==> config.mk <==
export PLATFORM = sky130hd
export DESIGN_NAME = instruction_timing_flags
export DESIGN_NICKNAME = d
export VERILOG_FILES = /design/src/instruction_timing_flags.v
export VERILOG_INCLUDE_DIRS = /design/src
export SDC_FILE = /design/constraint.sdc
export NUM_CORES = 1
export LEC_CHECK = 0
export ABC_AREA = 1
export BUFFER_PORTS_ARGS = -buffer_cell sky130_fd_sc_hd__buf_2
export CORE_MARGIN = 2
export CORE_UTILIZATION = 40
export DETAILED_ROUTE_END_ITERATION = 10
export RECOVER_POWER = 100
export SLEW_MARGIN = 10
export SYNTH_ARGS = -nofsm -noshare
export SYNTH_HDL_FRONTEND = slang
export SYNTH_SLANG_ARGS = --single-unit
==> constraint.sdc <==
create_clock -name i_clk -period 4.2 [get_ports i_clk]
set_input_delay 0.63 -clock i_clk [delete_from_list [all_inputs] [get_ports i_clk]]
set_output_delay 0.63 -clock i_clk [all_outputs]
set_load 0.005 [all_outputs]
==> src/instruction_timing_flags_consts.vh <==
// Constants for the instruction timing and flag unit.
// Definitions only.
`ifndef INSTRUCTION_TIMING_FLAGS_CONSTS_VH
`define INSTRUCTION_TIMING_FLAGS_CONSTS_VH

// Instruction class codes on i_op
`define OP_W 6
`define OP_NOP 6'h00
`define OP_ADD 6'h01
`define OP_ADC 6'h02
`define OP_SUB 6'h03
`define OP_SBC 6'h04
`define OP_DAA 6'h05
`define OP_AND 6'h06
`define OP_OR 6'h07
`define OP_XOR 6'h08
`define OP_CPL 6'h09
`define OP_INC 6'h0a
`define OP_DEC 6'h0b
`define OP_RR 6'h0c
`define OP_RL 6'h0d
`define OP_RRC 6'h0e
`define OP_RLC 6'h0f
`define OP_MOV 6'h10
`define OP_CLRB 6'h11
`define OP_SETB 6'h12
`define OP_JMP 6'h13
`define OP_SZ 6'h14
`define OP_SZB 6'h15
`define OP_SNZB 6'h16
`define OP_SIZ 6'h17
`define OP_SDZ 6'h18
`define OP_CALL 6'h19
`define OP_RET 6'h1a
`define OP_RETA 6'h1b
`define OP_RETI 6'h1c
`define OP_TABC 6'h1d
`define OP_TABL 6'h1e
`define OP_CLR 6'h1f
`define OP_SET 6'h20
`define OP_CLRWDT 6'h21
`define OP_WDT1 6'h22
`define OP_WDT2 6'h23
`define OP_SWAP 6'h24
`define OP_HALT 6'h25

// Timing
`define CYC_W 3
`define CYC_ONE 3'h1
`define CYC_TWO 3'h2
`define CYC_EXTRA 3'h1
`define SYSCLK_PER_CYC 5'h04
`define CNT_W 5
`define CNT_ONE 5'h01

// Datapath constants
`define BYTE_ZERO 8'h00
`define BYTE_ONES 8'hff
`define BYTE_ONE 8'h01
`define NIB_ONE 5'h01
`define NIB_LIMIT 5'h09
`define NIB_ADJ 5'h06
`define NIB_ZERO 5'h00

// Watchdog clock source select
`define WDT_SRC_W 2
`define WDT_SRC_OSC 2'h0
`define WDT_SRC_SYS4 2'h1
`define WDT_DIV_W 2
`define WDT_DIV_LAST 2'h3
`define WDT_DIV_ONE 2'h1

`endif

==> src/instruction_timing_flags.v <==
// Instruction execution control: cycle timing, flags, table read, watchdog.
// Assumes operands stable from i_start to o_done, inputs on i_clk.
`timescale 1ns/10ps
`include "instruction_timing_flags_consts.vh"

// Operation
// - Return, jump, call: two cycles, stack action except jump
// - Current-page table read: low mem, high latch
// - Last-page table read: low mem, high latch
// - Writing pc low byte adds one cycle
// - Taken skip adds one cycle, else none
// - Memory inc/dec skips take both penalties
// - Accumulator inc/dec skips: skip penalty only
// - Pre-clears clear timeout/sleep flags only on clear
// - Option: one or two clear instructions
// - Watchdog clock source and enable options
// - Power-down: one cycle, sets sleep flags
// - Add/subtract update zero, carry, half, wrap
// - Decimal adjust to memory, carry only
// - Logic and complement: zero flag, one cycle
// - Rotates: plain none, through-carry carry only
// - Bit ops use bits 0..7, no flags
// - Add-with-carry register form into accumulator
// - Add-with-carry memory form into memory
// - Nibble swap to memory or accumulator, no flags
// - Bit test skips on matching condition
// - Subtract memory form stores difference
module instruction_timing_flags #(
    parameter DATA_W = 8
) (
    input wire i_clk,
    input wire i_srst,
    input wire i_start,
    input wire [`OP_W-1:0] i_op,
    input wire i_dest_mem,
    input wire i_use_imm,
    input wire [2:0] i_bit_sel,
    input wire i_dst_is_pcl,
    input wire [DATA_W-1:0] i_acc,
    input wire [DATA_W-1:0] i_mem,
    input wire [DATA_W-1:0] i_imm,
    input wire [2*DATA_W-1:0] i_rom_word,
    input wire i_two_clear_mode,
    input wire [`WDT_SRC_W-1:0] i_wdt_src,
    input wire i_wdt_enable,
    input wire i_wdt_osc_tick,
    input wire i_wdt_timeout,
    output wire o_busy,
    output reg o_done,
    output reg [DATA_W-1:0] o_result,
    output reg o_mem_we,
    output reg o_acc_we,
    output reg o_skip,
    output reg o_stack_push,
    output reg o_stack_pop,
    output reg o_rom_rd,
    output reg o_rom_last_page,
    output reg [DATA_W-1:0] o_table_high_latch,
    output reg [`CYC_W-1:0] o_cycles,
    output reg o_zero_flag,
    output reg o_carry_flag,
    output reg o_half_byte_carry,
    output reg o_signed_wrap_flag,
    output reg o_timeout_flag,
    output reg o_sleep_entered_flag,
    output reg o_sleep_req,
    output reg o_wdt_clear,
    output reg o_wdt_tick
);

    localparam ST_IDLE = 2'b01;
    localparam ST_EXEC = 2'b10;

    reg [1:0] state_r;
    reg [`CNT_W-1:0] clk_cnt_r;
    reg [`CYC_W-1:0] cyc_left_r;
    reg [DATA_W-1:0] res_r;
    reg mem_we_r;
    reg acc_we_r;
    reg is_table_r;
    reg pre1_r;
    reg pre2_r;
    reg [`WDT_DIV_W-1:0] div_r;

    reg [DATA_W-1:0] res_nxt;
    reg z_nxt;
    reg c_nxt;
    reg ac_nxt;
    reg ov_nxt;
    reg mem_we_nxt;
    reg acc_we_nxt;
    reg skip_nxt;
    reg [`CYC_W-1:0] base_nxt;
    reg [DATA_W-1:0] opnd;
    reg [DATA_W:0] sum;
    reg [4:0] half;
    reg sub_op;
    reg cin;
    reg [4:0] lo_adj;
    reg [4:0] hi_adj;
    reg [DATA_W-1:0] bit_mask;

    wire take = i_start & state_r[0];
    wire last_clk = (clk_cnt_r == `SYSCLK_PER_CYC);
    wire [DATA_W-1:0] opnd_inv = ~opnd;

    assign o_busy = state_r[1];

    // Shared adder; subtract adds the inverted operand
    always @* begin
        opnd = i_use_imm ? i_imm : i_mem;
        sub_op = (i_op == `OP_SUB) | (i_op == `OP_SBC);
        case (i_op)
            `OP_ADC: cin = o_carry_flag;
            `OP_SBC: cin = o_carry_flag;
            `OP_SUB: cin = 1'b1;
            default: cin = 1'b0;
        endcase
        sum = {1'b0, i_acc} + {1'b0, sub_op ? opnd_inv : opnd} + {8'h00, cin};
        half = {1'b0, i_acc[3:0]} + {1'b0, sub_op ? opnd_inv[3:0] : opnd[3:0]}
            + {4'h0, cin};
        bit_mask = `BYTE_ONE << i_bit_sel;
    end

    // Per-class result, flags and base cycles
    always @* begin
        res_nxt = i_mem;
        z_nxt = o_zero_flag;
        c_nxt = o_carry_flag;
        ac_nxt = o_half_byte_carry;
        ov_nxt = o_signed_wrap_flag;
        mem_we_nxt = 1'b0;
        acc_we_nxt = 1'b0;
        skip_nxt = 1'b0;
        base_nxt = `CYC_ONE;
        lo_adj = `NIB_ZERO;
        hi_adj = `NIB_ZERO;
        case (i_op)
            `OP_ADD, `OP_ADC, `OP_SUB, `OP_SBC: begin
                res_nxt = sum[DATA_W-1:0];
                z_nxt = (sum[DATA_W-1:0] == `BYTE_ZERO);
                c_nxt = sum[DATA_W];
                ac_nxt = half[4];
                ov_nxt = (i_acc[DATA_W-1] == (sub_op ? opnd_inv[DATA_W-1] :
                    opnd[DATA_W-1])) && (sum[DATA_W-1] != i_acc[DATA_W-1]);
                mem_we_nxt = i_dest_mem;
                acc_we_nxt = ~i_dest_mem;
            end
            `OP_DAA: begin
                // Low nibble first; its carry feeds the high nibble
                lo_adj = {1'b0, i_acc[3:0]};
                if ((lo_adj > `NIB_LIMIT) || o_half_byte_carry) begin
                    lo_adj = lo_adj + `NIB_ADJ;
                end
                hi_adj = {1'b0, i_acc[7:4]} + {4'h0, lo_adj[4]};
                if ((hi_adj > `NIB_LIMIT) || o_carry_flag) begin
                    hi_adj = hi_adj + `NIB_ADJ;
                    c_nxt = 1'b1;
                end
                res_nxt = {hi_adj[3:0], lo_adj[3:0]};
                mem_we_nxt = 1'b1;
            end
            `OP_AND, `OP_OR, `OP_XOR, `OP_CPL: begin
                case (i_op)
                    `OP_AND: res_nxt = i_acc & opnd;
                    `OP_OR: res_nxt = i_acc | opnd;
                    `OP_XOR: res_nxt = i_acc ^ opnd;
                    default: res_nxt = ~i_mem;
                endcase
                z_nxt = (res_nxt == `BYTE_ZERO);
                mem_we_nxt = i_dest_mem;
                acc_we_nxt = ~i_dest_mem;
            end
            `OP_INC, `OP_DEC, `OP_SIZ, `OP_SDZ: begin
                if ((i_op == `OP_INC) || (i_op == `OP_SIZ)) begin
                    res_nxt = i_mem + `BYTE_ONE;
                end else begin
                    res_nxt = i_mem - `BYTE_ONE;
                end
                if ((i_op == `OP_INC) || (i_op == `OP_DEC)) begin
                    z_nxt = (res_nxt == `BYTE_ZERO);
                end else begin
                    skip_nxt = (res_nxt == `BYTE_ZERO);
                end
                mem_we_nxt = i_dest_mem;
                acc_we_nxt = ~i_dest_mem;
            end
            `OP_RR, `OP_RL, `OP_RRC, `OP_RLC: begin
                case (i_op)
                    `OP_RR: res_nxt = {i_mem[0], i_mem[7:1]};
                    `OP_RL: res_nxt = {i_mem[6:0], i_mem[7]};
                    `OP_RRC: res_nxt = {o_carry_flag, i_mem[7:1]};
                    default: res_nxt = {i_mem[6:0], o_carry_flag};
                endcase
                if (i_op == `OP_RRC) begin
                    c_nxt = i_mem[0];
                end
                if (i_op == `OP_RLC) begin
                    c_nxt = i_mem[7];
                end
                mem_we_nxt = i_dest_mem;
                acc_we_nxt = ~i_dest_mem;
            end
            `OP_MOV: begin
                res_nxt = i_dest_mem ? i_acc : opnd;
                mem_we_nxt = i_dest_mem;
                acc_we_nxt = ~i_dest_mem;
            end
            `OP_CLRB: begin
                res_nxt = i_mem & ~bit_mask;
                mem_we_nxt = 1'b1;
            end
            `OP_SETB: begin
                res_nxt = i_mem | bit_mask;
                mem_we_nxt = 1'b1;
            end
            `OP_SZ: begin
                skip_nxt = (i_mem == `BYTE_ZERO);
                acc_we_nxt = ~i_dest_mem; // Accumulator form moves data
            end
            `OP_SZB: skip_nxt = ((i_mem & bit_mask) == `BYTE_ZERO);
            `OP_SNZB: skip_nxt = ((i_mem & bit_mask) != `BYTE_ZERO);
            `OP_JMP, `OP_CALL, `OP_RET, `OP_RETI: begin
                base_nxt = `CYC_TWO;
            end
            `OP_RETA: begin
                res_nxt = i_imm;
                acc_we_nxt = 1'b1;
                base_nxt = `CYC_TWO;
            end
            `OP_TABC, `OP_TABL: begin
                base_nxt = `CYC_TWO;
                mem_we_nxt = 1'b1;
            end
            `OP_CLR: begin
                res_nxt = `BYTE_ZERO;
                mem_we_nxt = 1'b1;
            end
            `OP_SET: begin
                res_nxt = `BYTE_ONES;
                mem_we_nxt = 1'b1;
            end
            `OP_SWAP: begin
                res_nxt = {i_mem[3:0], i_mem[7:4]};
                mem_we_nxt = i_dest_mem;
                acc_we_nxt = ~i_dest_mem;
            end
            default: res_nxt = i_mem; // NOP, watchdog, halt
        endcase
    end

    // Base plus pc low byte and skip penalties
    wire pcl_pen = mem_we_nxt & i_dst_is_pcl;
    wire [`CYC_W-1:0] total_cyc = base_nxt +
        (pcl_pen ? `CYC_EXTRA : {`CYC_W{1'b0}}) +
        (skip_nxt ? `CYC_EXTRA : {`CYC_W{1'b0}});

    // Two-clear mode needs both halves
    wire is_w1 = take & (i_op == `OP_WDT1);
    wire is_w2 = take & (i_op == `OP_WDT2);
    wire is_wc = take & (i_op == `OP_CLRWDT);
    wire wdt_clr_nxt = i_two_clear_mode ?
        ((is_w1 & pre2_r) | (is_w2 & pre1_r)) :
        is_wc;
    wire is_halt = take & (i_op == `OP_HALT);

    // Sequencer: four system clocks per instruction cycle
    always @(posedge i_clk) begin
        if (i_srst) begin
            state_r <= ST_IDLE;
            clk_cnt_r <= `CNT_ONE;
            cyc_left_r <= `CYC_ONE;
            o_done <= 1'b0;
        end else begin
            o_done <= 1'b0;
            case (state_r)
                ST_IDLE: begin
                    if (i_start) begin
                        state_r <= ST_EXEC;
                        clk_cnt_r <= `CNT_ONE;
                        cyc_left_r <= total_cyc;
                    end
                end
                ST_EXEC: begin
                    if (last_clk) begin
                        clk_cnt_r <= `CNT_ONE;
                        cyc_left_r <= cyc_left_r - `CYC_ONE;
                        if (cyc_left_r == `CYC_ONE) begin
                            state_r <= ST_IDLE;
                            o_done <= 1'b1;
                        end
                    end else begin
                        clk_cnt_r <= clk_cnt_r + `CNT_ONE;
                    end
                end
                default: state_r <= ST_IDLE;
            endcase
        end
    end

    // Latch the result at issue; commit writes only with o_done
    always @(posedge i_clk) begin
        if (i_srst) begin
            res_r <= `BYTE_ZERO;
            mem_we_r <= 1'b0;
            acc_we_r <= 1'b0;
            is_table_r <= 1'b0;
            o_cycles <= {`CYC_W{1'b0}};
            o_skip <= 1'b0;
            o_result <= `BYTE_ZERO;
            o_mem_we <= 1'b0;
            o_acc_we <= 1'b0;
            o_table_high_latch <= `BYTE_ZERO;
        end else begin
            o_mem_we <= 1'b0;
            o_acc_we <= 1'b0;
            if (take) begin
                res_r <= res_nxt;
                mem_we_r <= mem_we_nxt;
                acc_we_r <= acc_we_nxt;
                is_table_r <= (i_op == `OP_TABC) | (i_op == `OP_TABL);
                o_cycles <= total_cyc;
                o_skip <= skip_nxt;
            end
            // ROM word must be valid by the final edge
            if (o_busy && last_clk && (cyc_left_r == `CYC_ONE)) begin
                o_mem_we <= mem_we_r;
                o_acc_we <= acc_we_r;
                o_result <= is_table_r ? i_rom_word[DATA_W-1:0] : res_r;
                if (is_table_r) begin
                    o_table_high_latch <= i_rom_word[2*DATA_W-1:DATA_W];
                end
            end
        end
    end

    // Issue-time strobes
    always @(posedge i_clk) begin
        if (i_srst) begin
            o_stack_push <= 1'b0;
            o_stack_pop <= 1'b0;
            o_rom_rd <= 1'b0;
            o_rom_last_page <= 1'b0;
            o_sleep_req <= 1'b0;
            o_wdt_clear <= 1'b0;
        end else begin
            o_stack_push <= take & (i_op == `OP_CALL);
            o_stack_pop <= take & ((i_op == `OP_RET) |
                (i_op == `OP_RETA) | (i_op == `OP_RETI));
            o_rom_rd <= take & ((i_op == `OP_TABC) | (i_op == `OP_TABL));
            if (take) begin
                o_rom_last_page <= (i_op == `OP_TABL);
            end
            o_sleep_req <= is_halt;
            o_wdt_clear <= wdt_clr_nxt | is_halt;
        end
    end

    // Flags update at issue, hold through penalties
    always @(posedge i_clk) begin
        if (i_srst) begin
            o_zero_flag <= 1'b0;
            o_carry_flag <= 1'b0;
            o_half_byte_carry <= 1'b0;
            o_signed_wrap_flag <= 1'b0;
        end else if (take) begin
            o_zero_flag <= z_nxt;
            o_carry_flag <= c_nxt;
            o_half_byte_carry <= ac_nxt;
            o_signed_wrap_flag <= ov_nxt;
        end
    end

    // Timeout and sleep flags; a timeout event wins over a clear
    always @(posedge i_clk) begin
        if (i_srst) begin
            o_timeout_flag <= 1'b0;
            o_sleep_entered_flag <= 1'b0;
        end else begin
            if (i_wdt_timeout) begin
                o_timeout_flag <= 1'b1;
            end else if (is_halt | wdt_clr_nxt) begin
                o_timeout_flag <= 1'b0;
            end
            if (is_halt) begin
                o_sleep_entered_flag <= 1'b1;
            end else if (wdt_clr_nxt) begin
                o_sleep_entered_flag <= 1'b0;
            end
        end
    end

    // Pre-clear pairing restarts after a clear
    always @(posedge i_clk) begin
        if (i_srst) begin
            pre1_r <= 1'b0;
            pre2_r <= 1'b0;
        end else if (wdt_clr_nxt | is_halt) begin
            pre1_r <= 1'b0;
            pre2_r <= 1'b0;
        end else begin
            if (is_w1) begin
                pre1_r <= 1'b1;
            end
            if (is_w2) begin
                pre2_r <= 1'b1;
            end
        end
    end

    // Watchdog tick; divider free-runs
    always @(posedge i_clk) begin
        if (i_srst) begin
            div_r <= {`WDT_DIV_W{1'b0}};
            o_wdt_tick <= 1'b0;
        end else begin
            div_r <= div_r + `WDT_DIV_ONE;
            if (!i_wdt_enable) begin
                o_wdt_tick <= 1'b0;
            end else begin
                case (i_wdt_src)
                    `WDT_SRC_OSC: o_wdt_tick <= i_wdt_osc_tick;
                    `WDT_SRC_SYS4: o_wdt_tick <= (div_r == `WDT_DIV_LAST);
                    default: o_wdt_tick <= 1'b0;
                endcase
            end
        end
    end

endmodule

Word-level counts from Yosys, hierarchy flattened
Cells that the tools add are included.
- bits in registers: 61
- input bits: 61
- output and inout bits: 37
- logic and storage cells: 214
- add/subtract/negate cells: 14
- magnitude comparators: 2
- equal/unequal tests: 51
- shift-type cells: 1
- multiplexer cells: 46
- bitwise gates (word level): 31
- reduce and logical (&&, ||, !) cells: 39
- operators with widths (operator ; number):
    6-bit by 5-bit equality test with 1-bit output, second input constant ; 16
    8-bit one-hot mux with 12 select lines ; 1
    8-bit two-way mux ; 7
    6-bit by 4-bit equality test with 1-bit output, second input constant ; 8
    8-bit one-hot mux with 3 select lines ; 2
    8-bit zero test ; 5
    6-bit equality test, second input constant ; 6
    8-bit AND ; 3
    6-bit by 3-bit equality test with 1-bit output, second input constant ; 4
    8-bit inverter ; 3
    5-bit two-way mux ; 4
    19-bit OR reduction ; 1
    18-bit OR reduction ; 1
    8-bit OR ; 2
    4-bit OR reduction ; 4
    1-bit two-way mux ; 14
    7-bit OR reduction ; 2
    6-bit by 2-bit equality test with 1-bit output, second input constant ; 2
    1-bit AND ; 11
    2-bit != test, second input constant ; 5
    5-bit one-hot mux with 2 select lines ; 1
    8-bit by 8-bit adder with 9-bit output ; 1
    9-bit by 1-bit adder with 9-bit output ; 1
    3-bit AND reduction ; 3
    other kinds (43) ; 77

Longest topological paths before layout
Gate-level depths: netlist of the first run.
- depth after elaboration: 11
- mapped depth: 24
- gate-level depth less buffers: 24

Least setup slack after synthesis of the first run
OpenSTA, ideal clock, no wires.
- kind: input to register
- from: in i_op[4]
- to: reg cyc_left_r[1]
- setup time: 134 ps
- arrival: 3482 ps
- data required time: 4066 ps
- path slack: 584 ps
- stages: 21
- buffers on the path: 1
- cells stage by stage: nor2_4 > buf_6 > nand3_1 > nand2_1 > inv_1 > ha_1 > a21oi_1 > or2_2 > nand3_1 > nand2_1 > nand2_1 > nand2_1 > nor2_1 > nand2_1 > nand3_1 > inv_1 > fa_1 > inv_1 > ha_1 > a211oi_1 > a211oi_1
- word-level cells in the longest chain between the ends: 11
- elaborated cells between the ends (all ways): 53
- classes of those cells: add/sub: 2; eq/ne: 33; mux: 10; bitwise: 1; reduce/logical: 7
- RTL lines (what ; RTL line ; RTL):
    from (decl) ; instruction_timing_flags.v:34 ; input wire [`OP_W-1:0] i_op,
    branches (longest 8 deep; another with 3-bit by 1-bit adder with 3-bit output) ; n/a ;
    3-bit by 1-bit adder with 3-bit output (*) ; instruction_timing_flags.v:254 ; wire [`CYC_W-1:0] total_cyc = base_nxt +
    named net total_cyc[1] ; instruction_timing_flags.v:254 ;
    3-bit two-way mux (*) ; instruction_timing_flags.v:278 ; if (i_start) begin
    3-bit one-hot mux with 2 select lines (*) ; instruction_timing_flags.v:276 ; case (state_r)
    to (signal assigned) ; instruction_timing_flags.v:272 ; cyc_left_r <= `CYC_ONE;
    to (signal assigned) ; instruction_timing_flags.v:281 ; cyc_left_r <= total_cyc;
    to (signal assigned) ; instruction_timing_flags.v:287 ; cyc_left_r <= cyc_left_r - `CYC_ONE;
    to (decl) ; instruction_timing_flags.v:76 ; reg [`CYC_W-1:0] cyc_left_r;
Mark *: on every way through the listed nets, which the timed path passes. The select of a mux whose other input is x is not followed.
A chain may end at the register's enable or synchronous reset.

Final worst setup path of the first run
- from: in i_op[1]
- to: reg o_zero_flag
- word-level cells in the longest chain between the ends: 7
- elaborated cells between the ends (all ways): 35
- classes of those cells: add/sub: 2; eq/ne: 13; mux: 8; bitwise: 1; reduce/logical: 11
- RTL lines (what ; RTL line ; RTL):
    6-bit by 2-bit equality test with 1-bit output, or another cell as far along ; instruction_timing_flags.v:113, instruction_timing_flags.v:138 ;
    1-bit OR / 1-bit logical OR (equally long branches) ; instruction_timing_flags.v:112, instruction_timing_flags.v:175 ;
    8-bit two-way mux, on equally long branches ; instruction_timing_flags.v:119, instruction_timing_flags.v:175 ;
    8-bit by 8-bit adder with 9-bit output / 8-bit two-way mux (equally long branches) ; instruction_timing_flags.v:119, instruction_timing_flags.v:138 ;
    9-bit by 1-bit adder with 9-bit output / 8-bit zero test (equally long branches) ; n/a ;
    8-bit zero test (no source line) / 1-bit two-way mux (equally long branches) ; n/a ;
    1-bit one-hot mux with 3 select lines ; instruction_timing_flags.v:138 ; case (i_op)
    to (signal assigned) ; instruction_timing_flags.v:367 ; o_zero_flag <= z_nxt;
    to (decl) ; instruction_timing_flags.v:60 ; output reg o_zero_flag,
Several ways; a longest one is shown, not always the timed one. The select of a mux whose other input is x is not followed.

==> load_flow_metrics.sql, run 1 <==
INSERT INTO impl_metrics (metric_group, metric, value, unit) VALUES
('routing', 'first_iter_violations', '537', ''),
('worst_setup_path', 'worst_path_max_delay_cell', 'fa_1', ''),
('routing', 'detail_route.first_pass.iterations', '5', ''),
('timing', 'worst_hold_slack', '0.418', 'ns'),
('yosys', 'post_synth.cell_area_avg', '6.16', 'um^2'),
('clock_tree', 'cts_sinks', '61', ''),
('yosys', 'post_synthesis_cells', '921', ''),
('clock_tree', 'cts_made_buffers', '9', ''),
('worst_setup_path', 'critical_path_buf_inv_count', '4', ''),
('global_routing', 'first_global_vias', '6013', ''),
('worst_setup_path', 'timing.setup.critical_path_class', 'in -> reg', ''),
('routing', 'wire_per_inst', '15.8', 'um'),
('pwr', 'peak_ir_drop_on_the_vdd_network', '0.158', 'mV'),
('routing', 'num_vias', '6496', ''),
('routing', 'routed_via_density', '5.39', ''),
('timing', 'max_slew_headroom_at_the_worst_pin', '35.5', '%'),
('yosys', 'yosysWarningCount', '0', ''),
('clock_tree', 'cts_tree', 'built', ''),
('timing', 'final_hold_viol_count', '0', ''),
('timing', 'fmax', '267', 'MHz'),
('yosys', 'synth.lib_cells_used.distinct', '45', ''),
('pwr', 'leakage', '3.31', 'nW'),
('worst_setup_path', 'critical_path.endpoint_type', 'register', ''),
('die', 'placement_rows', '43', ''),
('worst_setup_path', 'worstPathArrival', '4.02', 'ns'),
('place', 'detailedPlacementHpwl', '15100', 'um'),
('die', 'die_height', '123', 'um'),
('die', 'die_w', '123', 'um'),
('clock_tree', 'clk_pin_slew', '0.06', 'ns'),
('timing', 'setup_viol', '0', ''),
('die', 'floorplan.core_area', '13900', 'um^2'),
('layout', 'diodes', '0', ''),
('worst_setup_path', 'worstSetupStartpointType', 'primary input', ''),
('clock_tree', 'cts_root_buf', 'clkbuf_16', ''),
('worst_setup_path', 'worst_ep_required_time', '4.48', 'ns'),
('worst_setup_path', 'cp_top_family', 'simple AND/OR/NAND/NOR gates', ''),
('timing', 'slew_at_the_pin_closest_to_its_max_slew_limit', '0.968', 'ns'),
('pwr', 'totalPowerFinal', '1.87', 'mW'),
('worst_setup_path', 'worst_path_most_repeated_cell', 'nand2_1', ''),
('global_routing', 'grt_antenna_before_repair', '0', ''),
('global_routing', 'global_route.overflow_total', '0', ''),
('run', 'max-cap-violations', '0', ''),
('global_routing', 'pin_count_of_the_biggest_net_entering_global_routing', '35', ''),
('worst_hold_path', 'hold_path.class', 'reg -> reg', ''),
('worst_setup_path', 'worstPathCellList', 'buf_2 > nand2_1 > clkbuf_1 > nor2_1 > nand2_2 > nand2_1 > clkbuf_1 > xor2_1 > fa_1 > nand3_1 > nand3_1 > xor2_1 > nand2_1 > nor3_1 > nand4_1 > nand4_1 > nand2_1 > inv_1', ''),
('clock_tree', 'worst_skew_pair.late_latency', '0.33', 'ns'),
('routing', 'route.detailed.drc', '0', ''),
('worst_setup_path', 'critical_path.max_fanout', '7', ''),
('layout', 'fraction_of_layout_instances_using_a_drive_strength_above_1', '14.0', '%'),
('timing', 'post_route_skew', '0.00711', 'ns'),
('place', 'dp_cells', '1190', ''),
('place', 'gp_congestion', '0.977', ''),
('timing', 'max_slew_violations', '0', ''),
('yosys', 'synthesized_cell_area', '5670', 'um^2'),
('clock_tree', 'post_cts_buffers', '0', ''),
('global_routing', 'track_usage', '25.9', '%'),
('yosys', 'synth-async-reset-ratio', '0', '%'),
('global_routing', 'wire_length_of_the_first_global_routing_pass', '30700', 'um'),
('clock_tree', 'cts_repair_resize_count', '0', ''),
('clock_tree', 'hold_buf_count_cts', '0', ''),
('layout', 'final_design_area_no_fill', '6640', 'um^2'),
('run_status', 'outcome', 'finished clean', ''),
('pwr', 'power_per_cell_area', '281', 'nW/um^2'),
('layout', 'syn_to_final_growth', '17.0', '%'),
('die', 'effective_utilization_at_floorplan', '40.9', '%'),
('place', 'dpl-instance-area', '6380', 'um^2'),
('layout', 'finish.net_count', '1126', ''),
('yosys', 'synth_enable_flop_cells', '0', ''),
('timing', 'post-route-period-util', '89.1', '%'),
('timing', 'layout_min_cycle_time', '3.74', 'ns'),
('yosys', 'ys_seq_elements', '61', '');
==> state kept, by name, summed over array words and instances (netlist names), 2 cells and up <==
register            cells
o_cycles                3
res_r                   8
clk_cnt_r               5
div_r                   2
o_result                8
o_table_high_latch      8
state_r                 2
cyc_left_r              3
==> cells in the mapped netlist, types with 2 or more instances <==
| master | number | area (um^2) |
|---|---|---|
| o21a_1 | 5 | 37.5 |
| nand2_1 | 216 | 811 |
| nand3b_1 | 4 | 30.0 |
| o211ai_1 | 15 | 113 |
| xnor2_1 | 2 | 17.5 |
| a31oi_1 | 2 | 12.5 |
| a211oi_1 | 2 | 15.0 |
| o21ai_0 | 52 | 260 |
| nor3_1 | 8 | 40.0 |
| xor2_1 | 18 | 158 |
| nand2_2 | 8 | 50.1 |
| buf_6 | 4 | 45.0 |
| clkbuf_1 | 16 | 60.1 |
| nor2_2 | 9 | 56.3 |
| inv_2 | 9 | 33.8 |
| ha_1 | 40 | 500 |
| o21ai_2 | 6 | 52.6 |
| buf_2 | 3 | 15.0 |
| nand4_1 | 22 | 138 |
| o22ai_1 | 7 | 43.8 |
| nor2_1 | 95 | 357 |
| a21oi_1 | 74 | 370 |
| o21ai_1 | 3 | 15.0 |
| nor2_4 | 6 | 67.6 |
| inv_1 | 116 | 435 |
| nand3_2 | 4 | 40.0 |
| o31ai_1 | 2 | 15.0 |
| a221oi_1 | 2 | 17.5 |
| fa_1 | 4 | 80.1 |
| o21bai_1 | 2 | 15.0 |
| and3_1 | 2 | 12.5 |
| dfxtp_1 | 61 | 1220 |
| nand3_1 | 90 | 450 |
==> cell usage in the layout, fill, tap and decap left out, drive strengths merged <==
cell type / instances
nand2: 224
inv: 125
nor2: 110
nand3: 94
buf: 82
a21oi: 75
dfxtp: 61
o21ai: 61
clkbuf: 44
ha: 40
nand4: 22
xor2: 18
o211ai: 15
nor3: 8
o22ai: 7
o21a: 5
nand3b: 4
fa: 4
or2: 3
o31ai: 2
and3: 2
a221oi: 2
o21bai: 2
xnor2: 2
a31oi: 2
a211oi: 2
clkinv: 2
o32ai: 1
o31a: 1
mux2i: 1
nor4: 1
a22oi: 1
a31o: 1
bufinv: 1
==> final timing paths <==
kind / startpoint / end / slack (ns) / cells past startpoint
setup / recovery: i_op[1] / o_zero_flag / 0.46 / 18
hold reg to reg: div_r[0] / div_r[0] / 0.42 / 1
hold / removal: div_r[0] / div_r[0] / 0.42 / 1
setup reg to reg: o_carry_flag / o_zero_flag / 1.42 / 15
==> power breakdown <==
part	switching, mW	total (mW)	internal (mW)
combinational	0.318	0.484	0.165
clock	0.265	0.769	0.504
sequential	0.0120	0.615	0.603
total	0.596	1.87	1.27
==> metrics by stage <==
step | util [%] | setup WS, ns
after global routing | 47.8 | 0.0670
after floorplan | - | 0.584
after global placement | 46.0 | 0.0597
after CTS | 48.2 | 0.287
final | 47.8 | 0.457
after detailed placement | 46.0 | -0.0205
==> final cells by class <==
| cell class | count | area, um^2 |
|---|---|---|
| Tap cell | 180 | 225 |
| Fill cell | 1530 | 7240 |
| Clock buffer | 12 | 267 |
| Inverter | 125 | 469 |
| Sequential cell | 61 | 1220 |
| Multi-Input combinational cell | 710 | 3850 |
| Timing Repair Buffer | 114 | 561 |
| Clock inverter | 3 | 43.8 |
==> cell families after synthesis <==
| family | synth area share, % |
|---|---|
| simple gates | 36.6 |
| buf+inv | 10.6 |
| flops | 21.5 |
| compound gates | 17.8 |
| xor+xnor | 3.09 |
| mux | 0.176 |
| fa+ha+maj | 10.2 |
==> layer usage <==
layer | routed length, um | part of all wire, % | global-route usage [%]
met1 | 8660 | 45 | 35.1
met2 | 8480 | 44 | 41.2
met3 | 1360 | 7.1 | 4.38
met4 | 562 | 2.9 | 9.45
met5 | 0 | 0 | 0
No activity file was read; power rests on OpenSTA's default activity.
==> run 2, diff against run 1 <==
--- a/config.mk
+++ b/config.mk
@@ -7,7 +7,7 @@
 export NUM_CORES = 1
 export LEC_CHECK = 0
 export ABC_AREA = 1
-export BUFFER_PORTS_ARGS = -buffer_cell sky130_fd_sc_hd__buf_2
+export BUFFER_PORTS_ARGS = -buffer_cell sky130_fd_sc_hd__buf_4
 export CORE_MARGIN = 2
 export CORE_UTILIZATION = 40
 export DETAILED_ROUTE_END_ITERATION = 10
==> run 2 against run 1 <==
Compared with the run above:
- the flow now finishes with violations (max-capacitance violations, max-slew violations)
- maximum frequency down 1.6%
- critical path type unchanged
- worst setup slack worse by 0.059 ns
- critical endpoint is now cyc_left_r[1]
- largest power group unchanged
- first-iteration DRC count up 17%
- register-to-register slack better by 0.03 ns
==> load_flow_metrics.sql, run 2 (same netlist as run 1, synthesis figures left out) <==
INSERT INTO impl_metrics (metric_group, metric, value, unit) VALUES
('run_status', 'outcome', 'finished, violations left', ''),
('run_status', 'failed_checks', 'max-capacitance violations, max-slew violations', ''),
('die', 'effective_utilization_at_floorplan', '40.9', '%'),
('worst_setup_path', 'timing.setup.critical_path_class', 'in -> reg', ''),
('worst_setup_path', 'cp_top_family', 'simple AND/OR/NAND/NOR gates', ''),
('timing', 'final_hold_viol_count', '0', ''),
('routing', 'first_iter_violations', '630', ''),
('pwr', 'peak_ir_drop_on_the_vdd_network', '0.190', 'mV'),
('clock_tree', 'worst_skew_pair.late_latency', '0.33', 'ns'),
('clock_tree', 'cts_tree', 'built', ''),
('die', 'placement_rows', '43', ''),
('run', 'max-cap-violations', '1', ''),
('pwr', 'power_per_cell_area', '266', 'nW/um^2'),
('die', 'floorplan.core_area', '13900', 'um^2'),
('worst_setup_path', 'worst_path_most_repeated_cell', 'nand2_1', ''),
('global_routing', 'grt_antenna_before_repair', '0', ''),
('layout', 'fraction_of_layout_instances_using_a_drive_strength_above_1', '15.1', '%'),
('worst_setup_path', 'worst_setup_path_endpoint', 'cyc_left_r[1]', ''),
('layout', 'final_cell_mix', '218 x nand2_1, 116 x inv_1, 95 x nor2_1, 90 x nand3_1, 75 x a21oi_1', ''),
('worst_setup_path', 'cp-startpoint', 'i_op[3]', ''),
('global_routing', 'first_global_vias', '5915', ''),
('global_routing', 'pin_count_of_the_biggest_net_entering_global_routing', '35', ''),
('worst_setup_path', 'count_of_cells_along_the_worst_register_to_register_path', '15', ''),
('timing', 'post_route_skew', '0.00874', 'ns'),
('worst_setup_path', 'critical_path.max_fanout', '7', ''),
('clock_tree', 'clockBufferDepth', '2', ''),
('die', 'die_area', '15200', 'um^2'),
('place', 'gp_congestion', '0.980', ''),
('global_routing', 'wire_length_of_the_first_global_routing_pass', '30400', 'um'),
('layout', 'fillCellCount', '1550', ''),
('worst_setup_path', 'worst_path_max_delay_cell', 'fa_1', ''),
('timing', 'slew_at_the_pin_closest_to_its_max_slew_limit', '1.66', 'ns'),
('timing', 'layout_min_cycle_time', '3.80', 'ns'),
('worst_setup_path', 'critical_path.endpoint_type', 'register', ''),
('global_routing', 'global_route.overflow_total', '0', ''),
('clock_tree', 'clk_pin_slew', '0.05', 'ns'),
('layout', 'largestRegisters', 'o_result: 8 flops, o_table_high_latch: 8 flops, res_r: 8 flops', ''),
('routing', 'wire_per_inst', '15.8', 'um'),
('worst_setup_path', 'critical_path_buf_inv_count', '6', ''),
('layout', 'finish.net_count', '1124', ''),
('global_routing', 'track_usage', '25.9', '%'),
('clock_tree', 'hold_buf_count_cts', '0', ''),
('layout', 'fin_util', '49.2', '%'),
('pwr', 'share_comb_of_total_power', '27.4', '%'),
('die', 'die_w', '123', 'um'),
('clock_tree', 'h-tree-depth', '3', ''),
('clock_tree', 'cts_repair_resize_count', '0', ''),
('pwr', 'internal_power', '1.23', 'mW'),
('die', 'io_pins', '98', ''),
('timing', 'totalNegativeSetupSlack', '0', 'ns'),
('timing', 'rsz0062_at_grt', 'false', ''),
('worst_hold_path', 'hold_path.class', 'reg -> reg', ''),
('pwr', 'totalPowerFinal', '1.82', 'mW'),
('worst_hold_path', 'timing.hold.worst.start', 'div_r[0]', ''),
('clock_tree', 'post_cts_buffers', '0', ''),
('worst_setup_path', 'worst_ep_required_time', '4.33', 'ns'),
('worst_setup_path', 'r2r-end', 'o_zero_flag', ''),
('worst_setup_path', 'critical_path_depth', '25', ''),
('place', 'numPortBuffers', '97', ''),
('clock_tree', 'cts_made_buffers', '9', ''),
('routing', 'routed_via_density', '5.33', ''),
('worst_setup_path', 'ff2ff_setup_slack', '1.45', 'ns'),
('timing', 'post-route-period-util', '90.5', '%'),
('timing', 'fmax', '263', 'MHz'),
('pwr', 'switching_share', '32.4', '%'),
('pwr', 'switching_power', '0.589', 'mW'),
('layout', 'layout.cells.most_common', 'nand2_1', ''),
('timing', 'max_slew_violations', '35', ''),
('timing', 'setup_viol', '0', ''),
('worst_setup_path', 'timing.rr.start', 'o_carry_flag', ''),
('routing', 'total_wirelength', '19000', 'um'),
('routing', 'ant_nets', '0', ''),
('layout', 'syn_to_final_growth', '20.3', '%'),
('worst_setup_path', 'worstPathArrival', '3.93', 'ns'),
('clock_tree', 'cts_root_buf', 'clkbuf_16', ''),
('routing', 'num_vias', '6414', ''),
('die', 'die_height', '123', 'um'),
('timing', 'worst_hold_slack', '0.428', 'ns'),
('routing', 'route.detailed.drc', '0', ''),
('layout', 'diodes', '0', ''),
('pwr', 'sequential_power_share', '33.9', '%'),
('pwr', 'clock_power_share', '38.7', '%'),
('routing', 'detail_route.first_pass.iterations', '6', ''),
('worst_setup_path', 'worstSetupStartpointType', 'primary input', ''),
('worst_setup_path', 'largest_stage_delay_worst_path', '0.42', 'ns'),
('timing', 'max_slew_headroom_at_the_worst_pin', '-10.4', '%'),
('clock_tree', 'cts_sinks', '61', ''),
('place', 'detailedPlacementHpwl', '15100', 'um'),
('pwr', 'leakage', '3.39', 'nW');
-- run 2: power groups by stage --
stage | clock network, mW | logic (mW) | registers [mW]
CTS | 0.724 | 0.500 | 0.616
global route | 0.749 | 0.562 | 0.618
detailed placement | 0 | 0.497 | 0.628
global placement | 0 | 0.495 | 0.627
floorplan | 0 | 0.323 | 0.625
finish | 0.704 | 0.499 | 0.616
-- run 2: area by class of cell --
class	instances	area [um^2]	area share, %
Multi-Input combinational cell	710	3840	56.2
Clock buffer	12	267	3.90
Timing Repair Buffer	112	785	11.5
Tap cell	180	225	3.30
Clock inverter	3	20.0	0.293
Sequential cell	61	1220	17.9
Inverter	125	469	6.87
-- run 2: routing by layer --
layer / part of all wire (%) / vias to the layer above / routed length, um / track usage (%)
met2: 44 / 263 / 8350 / 41.4
met4: 3.5 / 0 / 667 / 9.59
li1: - / 3240 / - / -
met3: 7.0 / 43 / 1340 / 3.74
met5: 0 / - / 0 / 0
met1: 46 / 2868 / 8690 / 35.3
-- run 2: worst min path at each step --
stage / end / depth (start not counted)
final: div_r[0] / 1
after detailed placement: div_r[0] / 1
after global placement: div_r[0] / 1
after CTS: div_r[0] / 1
after floorplan: div_r[0] / 1
after global routing: o_wdt_tick / 2
-- run 2: stage by stage --
step	instances	worst slack, ns	area, um^2
6_report	1203	0.397	6830
5_1_grt	1203	0.0540	6830
4_1_cts	1203	0.300	6900
3_5_place_dp	1188	0.0390	6610
3_3_place_gp	1188	0.0741	6610
2_1_floorplan	921	0.584	5670
-- run 2: worst reg2reg max path, stage by stage, from the launching register on --
cell and delay, ns:
dfxtp_1 0.36, inv_1 0.14, nand2_1 0.09, o21ai_0 0.12, fa_1 0.38, inv_1 0.11, fa_1 0.24, nand3_1 0.09
nand3_1 0.12, xor2_1 0.29, nand2_1 0.08, nor3_1 0.18, nand4_1 0.20, nand4_1 0.18, nand2_1 0.07, inv_1 0.05
